**config.mk**
```make
export PLATFORM = sky130hd
export DESIGN_NAME = fcw_top
export DESIGN_NICKNAME = d
export VERILOG_FILES = /design/src/core/fcw_pkg.sv /design/src/core/fcw_top.sv
export VERILOG_INCLUDE_DIRS = /design/src /design/src/core
export SDC_FILE = /design/constraint.sdc
export NUM_CORES = 1
export LEC_CHECK = 0
export ABC_AREA = 1
export BUFFER_PORTS_ARGS = -buffer_cell sky130_fd_sc_hd__buf_2
export CAP_MARGIN = 20
export CORE_UTILIZATION = 50
export DETAILED_ROUTE_END_ITERATION = 8
export HOLD_SLACK_MARGIN = 0.03
export PLACE_DENSITY = 0.74
export RECOVER_POWER = 25
export REMOVE_ABC_BUFFERS = 1
export SETUP_SLACK_MARGIN = 0.4
export SLEW_MARGIN = 20
export SYNTH_ARGS = -nofsm -noshare
export SYNTH_HDL_FRONTEND = slang
export SYNTH_SLANG_ARGS = --single-unit
```
**constraint.sdc**
```tcl
create_clock -name SYS_CLK -period 3.9 [get_ports SYS_CLK]
set_input_delay 1.17 -clock SYS_CLK [delete_from_list [all_inputs] [get_ports SYS_CLK]]
set_output_delay 1.17 -clock SYS_CLK [all_outputs]
set_load 0.005 [all_outputs]
```
**src/core/fcw_cfg.svh**
```systemverilog
// Purpose: Register offsets, field positions, keys and reset values
// Assumes: 32-bit APB data, each register one aligned word
// Notes: Definitions only
`ifndef FCW_CFG_SVH
`define FCW_CFG_SVH

// Byte offsets of the registers
`define FCW_OFS_CTRL 8'h00
`define FCW_OFS_PRECLR 8'h04
`define FCW_OFS_CLR 8'h08
`define FCW_OFS_STAT 8'h0C
`define FCW_OFS_CNTL 8'h10
`define FCW_OFS_CNTH 8'h14
`define FCW_OFS_PSCNTL 8'h18
`define FCW_OFS_PSCNTH 8'h1C
`define FCW_OFS_PSINTL 8'h20
`define FCW_OFS_PSINTH 8'h24
`define FCW_OFS_HOLD 8'h28

// Field positions
`define FCW_ON_BIT 15
`define FCW_PRE_HI 15
`define FCW_PRE_LO 8
`define FCW_CLR_HI 7
`define FCW_CLR_LO 0
`define FCW_BAD_PRECLEAR_FLAG_BIT 7
`define FCW_BAD_CLEAR_FLAG_BIT 6
`define FCW_EVT_BIT 5
`define FCW_WIN_BIT 0

// Key values
`define FCW_PRE_KEY 8'h40
`define FCW_CLR_KEY 8'h08

// Reset values
`define FCW_RST_KEY 8'h00
`define FCW_RST_CNT 32'h0000_0000
`define FCW_RST_HOLD 16'h0000
`define FCW_RST_WORD 32'h0000_0000

`endif

```
**src/core/fcw_pkg.sv**
```systemverilog
// Purpose: Types shared by the fetch watchdog
// Assumes: Offsets come from fcw_cfg.svh
// Notes: Register select enumeration only
`default_nettype none
package fcw_pkg;
  // Which register an APB address selects
  typedef enum {
    FCW_SEL_CTRL, FCW_SEL_PRECLR, FCW_SEL_CLR, FCW_SEL_STAT,
    FCW_SEL_CNTL, FCW_SEL_CNTH, FCW_SEL_PSCNTL, FCW_SEL_PSCNTH,
    FCW_SEL_PSINTL, FCW_SEL_PSINTH, FCW_SEL_HOLD, FCW_SEL_NONE
  } fcw_sel_t;
endpackage
`default_nettype wire

```
**src/core/fcw_top.sv**
```systemverilog
// Purpose: Fetch-count watchdog with keyed clear, APB register slave
// Assumes: FETCH, SLEEP and fuse inputs synchronous to SYS_CLK
// Notes: CPU_RESET is a one-cycle pulse per watchdog event
//
// Chosen here: the register addresses and register access over APB.
`include "fcw_cfg.svh"
`default_nettype none
module fcw_top
  import fcw_pkg::*;
(
  input wire logic SYS_CLK,
  input wire logic SRST,
  input wire logic PSEL,
  input wire logic PENABLE,
  input wire logic PWRITE,
  input wire logic [7:0] PADDR,
  input wire logic [31:0] PWDATA,
  output logic [31:0] PRDATA,
  output logic PREADY,
  output logic PSLVERR,
  input wire logic FETCH,
  input wire logic SLEEP,
  input wire logic FUSE_ENABLE_BIT,
  input wire logic [15:0] COUNT_MATCH_CFG_LOW,
  input wire logic [15:0] COUNT_MATCH_CFG_HIGH,
  input wire logic [15:0] WINDOW_CFG_LOW,
  input wire logic [15:0] WINDOW_CFG_HIGH,
  output logic CPU_RESET
);

  // Register state
  logic on_r, on_nxt; // Software enable
  logic [7:0] pre_r, pre_nxt; // Preclear key field
  logic [7:0] clr_r, clr_nxt; // Clear key field
  logic bad_preclear_flag_r, bad_preclear_flag_nxt; // Bad preclear flag
  logic bad_clear_flag_r, bad_clear_flag_nxt; // Bad clear flag
  logic evt_r, evt_nxt; // Timeout event flag
  logic [31:0] cnt_r, cnt_nxt; // Fetch counter
  logic [15:0] hold_r, hold_nxt; // Upper count snapshot
  logic rst_r, rst_nxt; // Processor reset pulse
  logic [31:0] prdata_r, prdata_nxt; // Read data
  logic pready_r, pready_nxt; // Access done
  logic pslverr_r, pslverr_nxt; // Unmapped access

  // Decode and derived terms
  fcw_sel_t sel; // Addressed register
  logic acc_first; // First access cycle, data latched
  logic wr; // Write commits this edge
  logic rd_lat; // Read data latched this edge
  logic enable; // Watchdog running
  logic [31:0] match_val; // Configured match count
  logic [31:0] win_val; // Configured window start
  logic match; // Count reached match value
  logic win_open; // Clear permitted now
  logic pre_wr, clr_wr; // Key register writes
  logic pre_bad; // Wrong preclear key written
  logic clr_ok; // Correct clear sequence
  logic clr_bad; // Wrong or early clear key
  logic evt_set; // New watchdog event
  logic cnt_step; // Counter advances this cycle
  logic [31:0] rdata; // Selected read word

  // Address decode; anything else answers with an error
  always_comb begin
    unique case (PADDR)
      `FCW_OFS_CTRL: sel = FCW_SEL_CTRL;
      `FCW_OFS_PRECLR: sel = FCW_SEL_PRECLR;
      `FCW_OFS_CLR: sel = FCW_SEL_CLR;
      `FCW_OFS_STAT: sel = FCW_SEL_STAT;
      `FCW_OFS_CNTL: sel = FCW_SEL_CNTL;
      `FCW_OFS_CNTH: sel = FCW_SEL_CNTH;
      `FCW_OFS_PSCNTL: sel = FCW_SEL_PSCNTL;
      `FCW_OFS_PSCNTH: sel = FCW_SEL_PSCNTH;
      `FCW_OFS_PSINTL: sel = FCW_SEL_PSINTL;
      `FCW_OFS_PSINTH: sel = FCW_SEL_PSINTH;
      `FCW_OFS_HOLD: sel = FCW_SEL_HOLD;
      default: sel = FCW_SEL_NONE;
    endcase
  end

  // Watchdog condition terms
  always_comb begin
    acc_first = PSEL & PENABLE & ~pready_r;
    wr = PSEL & PENABLE & pready_r & PWRITE;
    rd_lat = acc_first & ~PWRITE;
    // Fuse governs; software bit counts only with fuse clear
    enable = FUSE_ENABLE_BIT | on_r;
    match_val = {COUNT_MATCH_CFG_HIGH, COUNT_MATCH_CFG_LOW};
    win_val = {WINDOW_CFG_HIGH, WINDOW_CFG_LOW};
    match = enable & ~evt_r & (cnt_r == match_val);
    win_open = enable & (cnt_r >= win_val);
    pre_wr = wr & (sel == FCW_SEL_PRECLR);
    clr_wr = wr & (sel == FCW_SEL_CLR);
    pre_bad = pre_wr &
      (PWDATA[`FCW_PRE_HI:`FCW_PRE_LO] != `FCW_PRE_KEY);
    // Clear needs the preclear key in place and an open window
    clr_ok = clr_wr & win_open & (pre_r == `FCW_PRE_KEY) &
      (PWDATA[`FCW_CLR_HI:`FCW_CLR_LO] == `FCW_CLR_KEY);
    clr_bad = clr_wr & ~clr_ok;
    // Only the first cause raises an event; later ones are masked
    evt_set = ~evt_r & (match | pre_bad | clr_bad);
    // Fetches stop in Sleep, so the count freezes there
    cnt_step = enable & FETCH & ~SLEEP & ~evt_r & ~match;
  end

  // Read multiplexer; unused bits stay zero
  always_comb begin
    rdata = `FCW_RST_WORD;
    unique case (sel)
      FCW_SEL_CTRL: rdata[`FCW_ON_BIT] = on_r;
      FCW_SEL_PRECLR: rdata[`FCW_PRE_HI:`FCW_PRE_LO] = pre_r;
      FCW_SEL_CLR: rdata[`FCW_CLR_HI:`FCW_CLR_LO] = clr_r;
      // Window bit is live, not latched, so it tracks the counter
      FCW_SEL_STAT: begin
        rdata[`FCW_BAD_PRECLEAR_FLAG_BIT] = bad_preclear_flag_r;
        rdata[`FCW_BAD_CLEAR_FLAG_BIT] = bad_clear_flag_r;
        rdata[`FCW_EVT_BIT] = evt_r;
        rdata[`FCW_WIN_BIT] = win_open;
      end
      FCW_SEL_CNTL: rdata[15:0] = cnt_r[15:0];
      FCW_SEL_CNTH: rdata[15:0] = cnt_r[31:16];
      FCW_SEL_PSCNTL: rdata[15:0] = COUNT_MATCH_CFG_LOW;
      FCW_SEL_PSCNTH: rdata[15:0] = COUNT_MATCH_CFG_HIGH;
      FCW_SEL_PSINTL: rdata[15:0] = WINDOW_CFG_LOW;
      FCW_SEL_PSINTH: rdata[15:0] = WINDOW_CFG_HIGH;
      FCW_SEL_HOLD: rdata[15:0] = hold_r;
      FCW_SEL_NONE: rdata = `FCW_RST_WORD;
    endcase
  end

  // Next-state logic for the watchdog and the bus answer
  always_comb begin
    on_nxt = on_r;
    pre_nxt = pre_r;
    clr_nxt = clr_r;
    bad_preclear_flag_nxt = bad_preclear_flag_r;
    bad_clear_flag_nxt = bad_clear_flag_r;
    evt_nxt = evt_r | evt_set;
    cnt_nxt = cnt_r;
    hold_nxt = hold_r;
    rst_nxt = evt_set;
    // One wait state: the answer follows the first access edge
    pready_nxt = acc_first;
    pslverr_nxt = acc_first & (sel == FCW_SEL_NONE);
    prdata_nxt = prdata_r;
    if (cnt_step) begin
      cnt_nxt = cnt_r + 32'h0000_0001;
    end
    // Reset action one cycle after the event; the event flag stays
    if (rst_r) begin
      pre_nxt = `FCW_RST_KEY;
      clr_nxt = `FCW_RST_KEY;
      bad_preclear_flag_nxt = 1'b0;
      bad_clear_flag_nxt = 1'b0;
      cnt_nxt = `FCW_RST_CNT;
    end
    // Writes come after the reset action so a new set wins
    if (wr & (sel == FCW_SEL_CTRL)) begin
      on_nxt = PWDATA[`FCW_ON_BIT];
    end
    if (pre_wr) begin
      pre_nxt = PWDATA[`FCW_PRE_HI:`FCW_PRE_LO];
      if (pre_bad) begin
        bad_preclear_flag_nxt = 1'b1;
      end
    end
    if (clr_ok) begin
      // Good sequence: both keys and the count go back to zero
      pre_nxt = `FCW_RST_KEY;
      clr_nxt = `FCW_RST_KEY;
      cnt_nxt = `FCW_RST_CNT;
    end else if (clr_bad) begin
      clr_nxt = PWDATA[`FCW_CLR_HI:`FCW_CLR_LO];
      bad_clear_flag_nxt = 1'b1;
    end
    if (acc_first) begin
      prdata_nxt = PWRITE ? `FCW_RST_WORD : rdata;
    end
    // Snapshot the high half in the same cycle the count is latched
    if (rd_lat & ((sel == FCW_SEL_CNTL) | (sel == FCW_SEL_CNTH))) begin
      hold_nxt = cnt_r[31:16];
    end
  end

  // All state on the one system clock, synchronous reset
  always_ff @(posedge SYS_CLK) begin
    if (SRST) begin
      // Power-on values; the event flag only clears here
      on_r <= 1'b0;
      pre_r <= `FCW_RST_KEY;
      clr_r <= `FCW_RST_KEY;
      bad_preclear_flag_r <= 1'b0;
      bad_clear_flag_r <= 1'b0;
      evt_r <= 1'b0;
      cnt_r <= `FCW_RST_CNT;
      hold_r <= `FCW_RST_HOLD;
      rst_r <= 1'b0;
      prdata_r <= `FCW_RST_WORD;
      pready_r <= 1'b0;
      pslverr_r <= 1'b0;
    end else begin
      on_r <= on_nxt;
      pre_r <= pre_nxt;
      clr_r <= clr_nxt;
      bad_preclear_flag_r <= bad_preclear_flag_nxt;
      bad_clear_flag_r <= bad_clear_flag_nxt;
      evt_r <= evt_nxt;
      cnt_r <= cnt_nxt;
      hold_r <= hold_nxt;
      rst_r <= rst_nxt;
      prdata_r <= prdata_nxt;
      pready_r <= pready_nxt;
      pslverr_r <= pslverr_nxt;
    end
  end

  // Outputs straight from flip-flops
  assign PRDATA = prdata_r;
  assign PREADY = pready_r;
  assign PSLVERR = pslverr_r;
  assign CPU_RESET = rst_r;
endmodule
`default_nettype wire

```
-- After elaboration in Yosys (flattened, before gate mapping)
Cells that the tools add are included.
- output and inout bits: 35
- logic and storage cells: 100
- input bits: 112
- register bits: 103
- reduce and logical (&&, ||, !) cells: 7
- $lt $le $gt $ge: 1
- muxes and demuxes: 16
- equal/unequal tests: 29
- add/subtract/negate cells: 1
- bitwise gates (word level): 34
- operator list (operator ; count):
    32-bit by 3-bit equality test with 1-bit output, second input constant ; 5
    32-bit by 4-bit equality test with 1-bit output, second input constant ; 5
    32-bit by 2-bit equality test with 1-bit output, second input constant ; 3
    32-bit zero test ; 2
    7-bit one-hot mux with 8 select lines ; 1
    4-bit one-hot mux with 11 select lines ; 1
    32-bit by 1-bit adder with 32-bit output, second input constant ; 1
    32-bit by 1-bit equality test with 1-bit output, second input constant ; 1
    32-bit equality test ; 1
    32-bit by 5-bit equality test with 1-bit output, second input constant ; 1
    8-bit by 5-bit equality test with 1-bit output, second input constant ; 4
    32-bit greater-or-equal comparator ; 1
    4-bit one-hot mux with 8 select lines ; 1
    3-bit one-hot mux with 9 select lines ; 1
    8-bit by 4-bit equality test with 1-bit output, second input constant ; 3
    8-bit by 6-bit equality test with 1-bit output, second input constant ; 3
    8-bit two-way mux ; 3
    1-bit bitwise AND ; 23
    1-bit one-hot mux with 9 select lines ; 2
    16-bit two-way mux ; 1
    8-bit by 3-bit equality test with 1-bit output, second input constant ; 1
    8-bit by 7-bit equality test with 1-bit output, second input constant ; 1
    8-bit zero test ; 1
    8-bit by 7-bit != test with 1-bit output, second input constant ; 1
    other kinds (6) ; 21

-- Longest topological paths before layout
Gate-level depths: netlist of the first run.
- depth in word-level cells: 12
- gate-level depth with buffers: 19
- mapped depth without buffers: 18

-- Worst setup path before layout of the first run
OpenSTA, ideal clock, no wires.
- path kind: input to register
- start: in WINDOW_CFG_LOW[15]
- end: reg cnt_r[3]
- library setup time: 0.119 ns
- arrival: 2.580 ns
- buffers on the path: 1
- required time: 3.781 ns
- slack: 1.201 ns
- cell stages on the path: 16
- cells stage by stage: inv_1 > ha_1 > nand2_1 > nor2_1 > nand2_1 > nor2_1 > nor2_1 > nand2_1 > nand2_1 > nand2_1 > nand3_4 > nand2_4 > nor2_2 > inv_2 > buf_4 > a21oi_1
- word-level cells in the longest chain between the ends: 6
- RTL lines (element ; line ; text):
    start: declaration ; fcw_top.sv:26 ; input wire logic [15:0] WINDOW_CFG_LOW,
    32-bit greater-or-equal comparator ; fcw_top.sv:91 ; win_open = enable & (cnt_r >= win_val);
    1-bit bitwise AND ; fcw_top.sv:91 ;
    1-bit bitwise AND (3 in series) ; fcw_top.sv:97 ; clr_ok = clr_wr & win_open & (pre_r == `FCW_PRE_KEY) &
    3-bit OR reduction (no line) ; n/a ;
    end signal: assignment ; fcw_top.sv:195 ; cnt_r <= `FCW_RST_CNT;
    end signal: assignment ; fcw_top.sv:208 ; cnt_r <= cnt_nxt;
    end: declaration ; fcw_top.sv:38 ; logic [31:0] cnt_r, cnt_nxt;
No other way between the ends.
A chain may end at the register's enable or synchronous reset.

-- Worst setup path after layout of the first run
- start: in PADDR[0]
- end: reg hold_r[10]
- word-level cells in the longest chain between the ends: 5
- elaborated cells on any way between the ends: 16
- classes of those cells: eq/ne (12); mux (1); bitwise (2); reduce/logical (1)
- RTL lines (element ; line ; text):
    start: declaration ; fcw_top.sv:16 ; input wire logic [7:0] PADDR,
    8-bit by 6-bit equality test with 1-bit output, or another cell as far along ; fcw_top.sv:65 ; unique case (PADDR)
    4-bit one-hot mux with 11 select lines (*) ; fcw_top.sv:65 ;
    32-bit by 4-bit equality test with 1-bit output ; fcw_top.sv:180 ; if (rd_lat & ((sel == FCW_SEL_CNTL) | (sel == FCW_SEL_CNTH))) begin
    1-bit OR (*) ; fcw_top.sv:180 ;
    1-bit bitwise AND (*) ; fcw_top.sv:180 ;
    end signal: assignment ; fcw_top.sv:196 ; hold_r <= `FCW_RST_HOLD;
    end signal: assignment ; fcw_top.sv:209 ; hold_r <= hold_nxt;
    end: declaration ; fcw_top.sv:39 ; logic [15:0] hold_r, hold_nxt;
Every way passes the cells marked *; elsewhere a longest branch is shown, timed or not.

==> reports/results.ini, run 1 <==
[outcome]
status = complete, no violations

[clock_network]
clock-sinks = 87
cts_made_buffers = 9
tritoncts = yes
clkTransAtPathRegs_ns = 0.07
hold_buffers = 0
cts_resized = 0
clk_latency_ns = 0.36
cts_root_buf = clkbuf_16
cts_setup_buffers = 0
clockBufferDepth = 2
htree_levels = 3

[synthesis]
syn_area_per_cell_sq_um = 6.48
synth_seq_area_share_pct = 26.1
synth_seq_cells = 87
netlist_instances = 1028
synth_warnings = 0
synth_cell_types = 45
synth.cell_area_sq_um = 6660

[sta]
setup_viol = 0
hold_viol = 0
finalCritPeriodShare_pct = 85.0
whs_ns = 0.461
rsz0062_at_grt = no
tns_ns = 0
fin_skew_ns = 0.00498
slew-limit-headroom_pct = 48.9
clock.fmax_ghz = 0.301
worst-slew-pin-transition_ns = 0.761
drv_slew = 0
period_minus_slack_ns = 3.32

[routing]
num_vias = 7409
post_drt_wl_per_cell_um = 17.7
viasPerCell = 5.68
drc = 0
finalWirelength_mm = 23.1
dr.pass1.iters = 6
drtAntennaViolNets = 0
drt_iter0_drc = 816

[layout]
final_cells = 1304
area_growth_pct = 14.2
final_util_pct = 59.3
diodes = 0
mostFrequentLayoutCell = nand2_1
drive_gt1_share_pct = 15.1
final_cell_mix = nand2_1, inv_1, buf_2
fin_nets = 1272
fillerInstances = 1304

[worst_setup_path]
r2r_slack_ns = 1.26
worstSetupStartpoint = PADDR[0]
crit_path_end = hold_r[10]
critPathLaunchType = input port
timing.rr.end = cnt_r[16]
reg2reg_depth = 14
r2r_start = cnt_r[15]
required_ns = 4.19
critPathCaptureType = flip-flop
worstPathArrival_ns = 3.60
crit_type = in2reg
cp_max_fo = 16

[floorplanning]
core-area_sq_um = 12800
io_pins = 147
rows = 41
die_x_um = 117
die_area_sq_um = 13800
fp.dieH_um = 117
initial_core_util_pct = 52.0

[placement]
dp.cells = 1288
portBuffers = 114
dp_hpwl_mm = 17.6
gp_congestion = 0.996

[job]
max-cap-violations = 0

[grt]
grt_pass1_vias = 6495
antenna_found_initial = 0
grt-ovfl-total = 0
gr-usage-all-layers_pct = 33.6
grt_pass1_wl_mm = 35.7
grt_max_degree = 35

[power_and_ir_drop]
irDropWorstVdd_mv = 0.170
p_leak_nw = 3.40
powerDensity_nw_per_um2 = 277

[hold_path]
hp-class = reg2reg
min_path_cells = 2

## flip-flops by register name, summed over array words and instances, names as in the netlist
register,cells
cnt_r,32
PRDATA,16
hold_r,16
clr_r,8
pre_r,8
CPU_RESET,1
PREADY,1
PSLVERR,1
bad_clear_flag_r,1
bad_preclear_flag_r,1
evt_r,1
on_r,1
## metrics by stage
stage	setup slack [ns]	total power, mW	area, sq um
2_1_floorplan	0.711	1.00	6370
3_3_place_gp	0.578	1.11	7290
3_5_place_dp	0.544	1.11	7290
4_1_cts	0.912	2.11	7630
5_1_grt	0.472	2.17	7610
6_report	0.583	2.11	7610
## cell families (layout without fill, tap and decap cells)
logic type,after synthesis,in the layout,share of synthesized area (%)
buf+inv,190,279,12.6
compound gates,184,184,15.5
simple gates,482,482,32.8
xor+xnor,51,51,6.70
other cells,1,16,0.0563
fa+ha+maj,33,33,6.20
flops,87,87,26.1
## report_power, final
part / internal [mW] / total (mW) / switching (mW)
registers: 0.890 / 0.891 / 0.00172
logic: 0.0738 / 0.207 / 0.133
clock network: 0.626 / 1.01 / 0.387
## Yosys cell counts (all sizes together)
cell     number  area share [%]
clkinv        3            0.17
conb          1           0.056
nand3b        3            0.34
nor3         34             2.9
o21ai        42             3.2
nand2       219              13
a22o          1            0.13
inv         129             7.3
nor4          7            0.88
a21o          2            0.23
nor2         92             5.4
nand3       104             8.2
buf          42             4.3
xnor2        13             1.7
dfxtp        87              26
a21oi       102             7.7
a31oi         1           0.094
o21a          2            0.23
clkbuf       16            0.90
ha           33             6.2
a221oi        3            0.39
a41oi         2            0.26
o31ai         3            0.34
o2111ai      10             1.3
nand4        20             1.9
xor2         38             5.0
o211ai        3            0.34
nor3b         3            0.41
a311oi        1            0.13
o22ai        12             1.1
## area by class of cell
class                   count  area [sq um]  area share (%)
clock inverters             6           109            1.43
repair buffers            131           686            9.01
multi-input cells         766          4130            54.3
inverters                 132           495            6.51
well taps                 172           215            2.83
flip-flops and latches     87          1740            22.9
clock buffers              10           229            3.01
## worst max-delay path, cell delays in order
cell,delay (ns)
buf_2,0.10
inv_1,0.05
nand2_2,0.08
nor3_1,0.15
clkbuf_1,0.53
nand2_1,0.65
a21oi_2,0.33
buf_4,0.24
o21ai_0,0.13
a21oi_1,0.15
## worst min path at each step
stage                          start               end
global placement          PRDATA[15]        PRDATA[15]
global route               PRDATA[4]         PRDATA[4]
detailed placement        PRDATA[10]        PRDATA[10]
finish                    PRDATA[15]        PRDATA[15]
floorplan           bad_clear_flag_r  bad_clear_flag_r
CTS                       PRDATA[10]        PRDATA[10]
## routing by layer
metal | vias to the layer above | global-route usage (%) | share of wire [%]
met5 | - | 0 | 0
met4 | 0 | 15.5 | 3.1
met3 | 42 | 4.96 | 12
met2 | 478 | 49.7 | 42
met1 | 3324 | 47.7 | 43
li1 | 3565 | - | -
Power figures use the tool's default switching activity.
==> run 2, diff against run 1 <==
MAX_ROUTING_LAYER = met4   (was not set)
==> run 2 against run 1 <==
Die area unchanged. Utilization down 0.14 points. Non-clock buffer count up 1. Register-to-register slack worse by 0.08 ns. Hold slack about the same. Routed wire length up 0.91%. Clock skew up 0.0041 ns. Final cell count about the same. Global-route usage up 1.3 points. Critical endpoint is now cnt_r[13].
==> reports/results.ini, run 2 (same netlist as run 1, synthesis figures left out) <==
[worst_setup_path]
required_ns = 4.14
critPathLaunchType = input port
crit_type = in2reg
cp_max_fo = 18
critPathCaptureType = flip-flop
worstPathArrival_ns = 3.45

[grt]
antenna_found_initial = 0
gr-usage-all-layers_pct = 34.9
grt_pass1_vias = 6800
grt_pass1_wl_mm = 36.2
grt_max_degree = 35
grt-ovfl-total = 0

[floorplanning]
die_x_um = 117
rows = 41
core-area_sq_um = 12800
die_area_sq_um = 13800
io_pins = 147
fp.dieH_um = 117
initial_core_util_pct = 52.0

[clock_network]
clkTransAtPathRegs_ns = 0.06
clk_latency_ns = 0.36
cts_setup_buffers = 0
cts_root_buf = clkbuf_16
hold_buffers = 0
cts_resized = 0
tritoncts = yes
htree_levels = 3
clock-sinks = 87
clockBufferDepth = 2
cts_made_buffers = 9

[sta]
worst-slew-pin-transition_ns = 0.838
hold_viol = 0
drv_slew = 0
slew-limit-headroom_pct = 43.7
clock.fmax_ghz = 0.312
tns_ns = 0
finalCritPeriodShare_pct = 82.2
whs_ns = 0.461
fin_skew_ns = 0.00910
fin_ws_ns = 0.695
period_minus_slack_ns = 3.20
setup_viol = 0
rsz0062_at_grt = no

[routing]
wl_met3_mm = 2.25
drtAntennaViolNets = 0
drt_iter0_drc = 735
viasPerCell = 5.67
dr.pass1.iters = 5
dr_wl_met2_mm = 9.67
finalWirelength_mm = 23.3
post_drt_wl_per_cell_um = 17.9
top_layer_used = met4
drc = 0
met1_length_mm = 10.4
num_vias = 7398

[layout]
final_util_pct = 59.2
mostFrequentLayoutCell = nand2_1
fin_nets = 1273
largest_register_ffs = 32
fin_area_sq_um = 7590
final_cell_mix = nand2_1, inv_1, buf_2
drive_gt1_share_pct = 15.1
top_register = cnt_r
diodes = 0
area_growth_pct = 14.0
final_cells = 1305

[placement]
placedInstanceArea_sq_um = 7310
portBuffers = 114
gp_congestion = 0.986
dp_hpwl_mm = 17.9
dp.cells = 1289
place_ws_ns = 0.389

[outcome]
status = complete, no violations

[job]
max-cap-violations = 0

[power_and_ir_drop]
powerDensity_nw_per_um2 = 262
irDropWorstVdd_mv = 0.177
p_total_mw = 1.99
p_leak_nw = 3.37

[hold_path]
hp-class = reg2reg

run 2: changes by cell type in the layout (fill, tap and decap cells not counted), sizes merged:
cell and change:
buf -1, bufinv -2, clkbuf +5, clkinv -2
clkinvlp +1
run 2: cell type report:
type	count	area (sq um)
multi-input cells	766	4140
flip-flops and latches	87	1740
inverters	132	495
well taps	172	215
clock buffers	13	250
fillers	1304	5230
clock inverters	3	42.5
repair buffers	132	703
run 2: routing by layer:
metal	vias up	track usage [%]
met5	-	-
met4	0	18.1
met3	62	5.40
met2	450	49.5
met1	3301	47.4
li1	3585	-
run 2: path summary, 6_finish.rpt:
| kind | slack [ns] | start | endpoint | cells after the start |
|---|---|---|---|---|
| worst max-delay path | 0.70 | WINDOW_CFG_HIGH[15] | cnt_r[13] | 15 |
| worst min-delay path | 0.46 | PRDATA[15] | PRDATA[15] | 2 |
| worst max register to register | 1.18 | cnt_r[14] | cnt_r[13] | 15 |
| worst min register to register | 0.46 | PRDATA[15] | PRDATA[15] | 2 |
run 2: power breakdown:
part | leakage, nW | internal [mW] | switching, mW
clock | 0.140 | 0.514 | 0.373
combinational | 2.53 | 0.0752 | 0.134
sequential | 0.701 | 0.890 | 0.00171
run 2: worst max-delay path, stage by stage:
cell and delay (ns):
buf_2 0.07, inv_1 0.05, ha_1 0.30, nand2_1 0.09, nor2_1 0.14, nand4_1 0.23
a21oi_1 0.19, nor2_1 0.05, nand2_1 0.14, nand3_4 0.16, nand2_4 0.22, nor2_2 0.10
inv_2 0.26, buf_12 0.20, a21oi_1 0.05
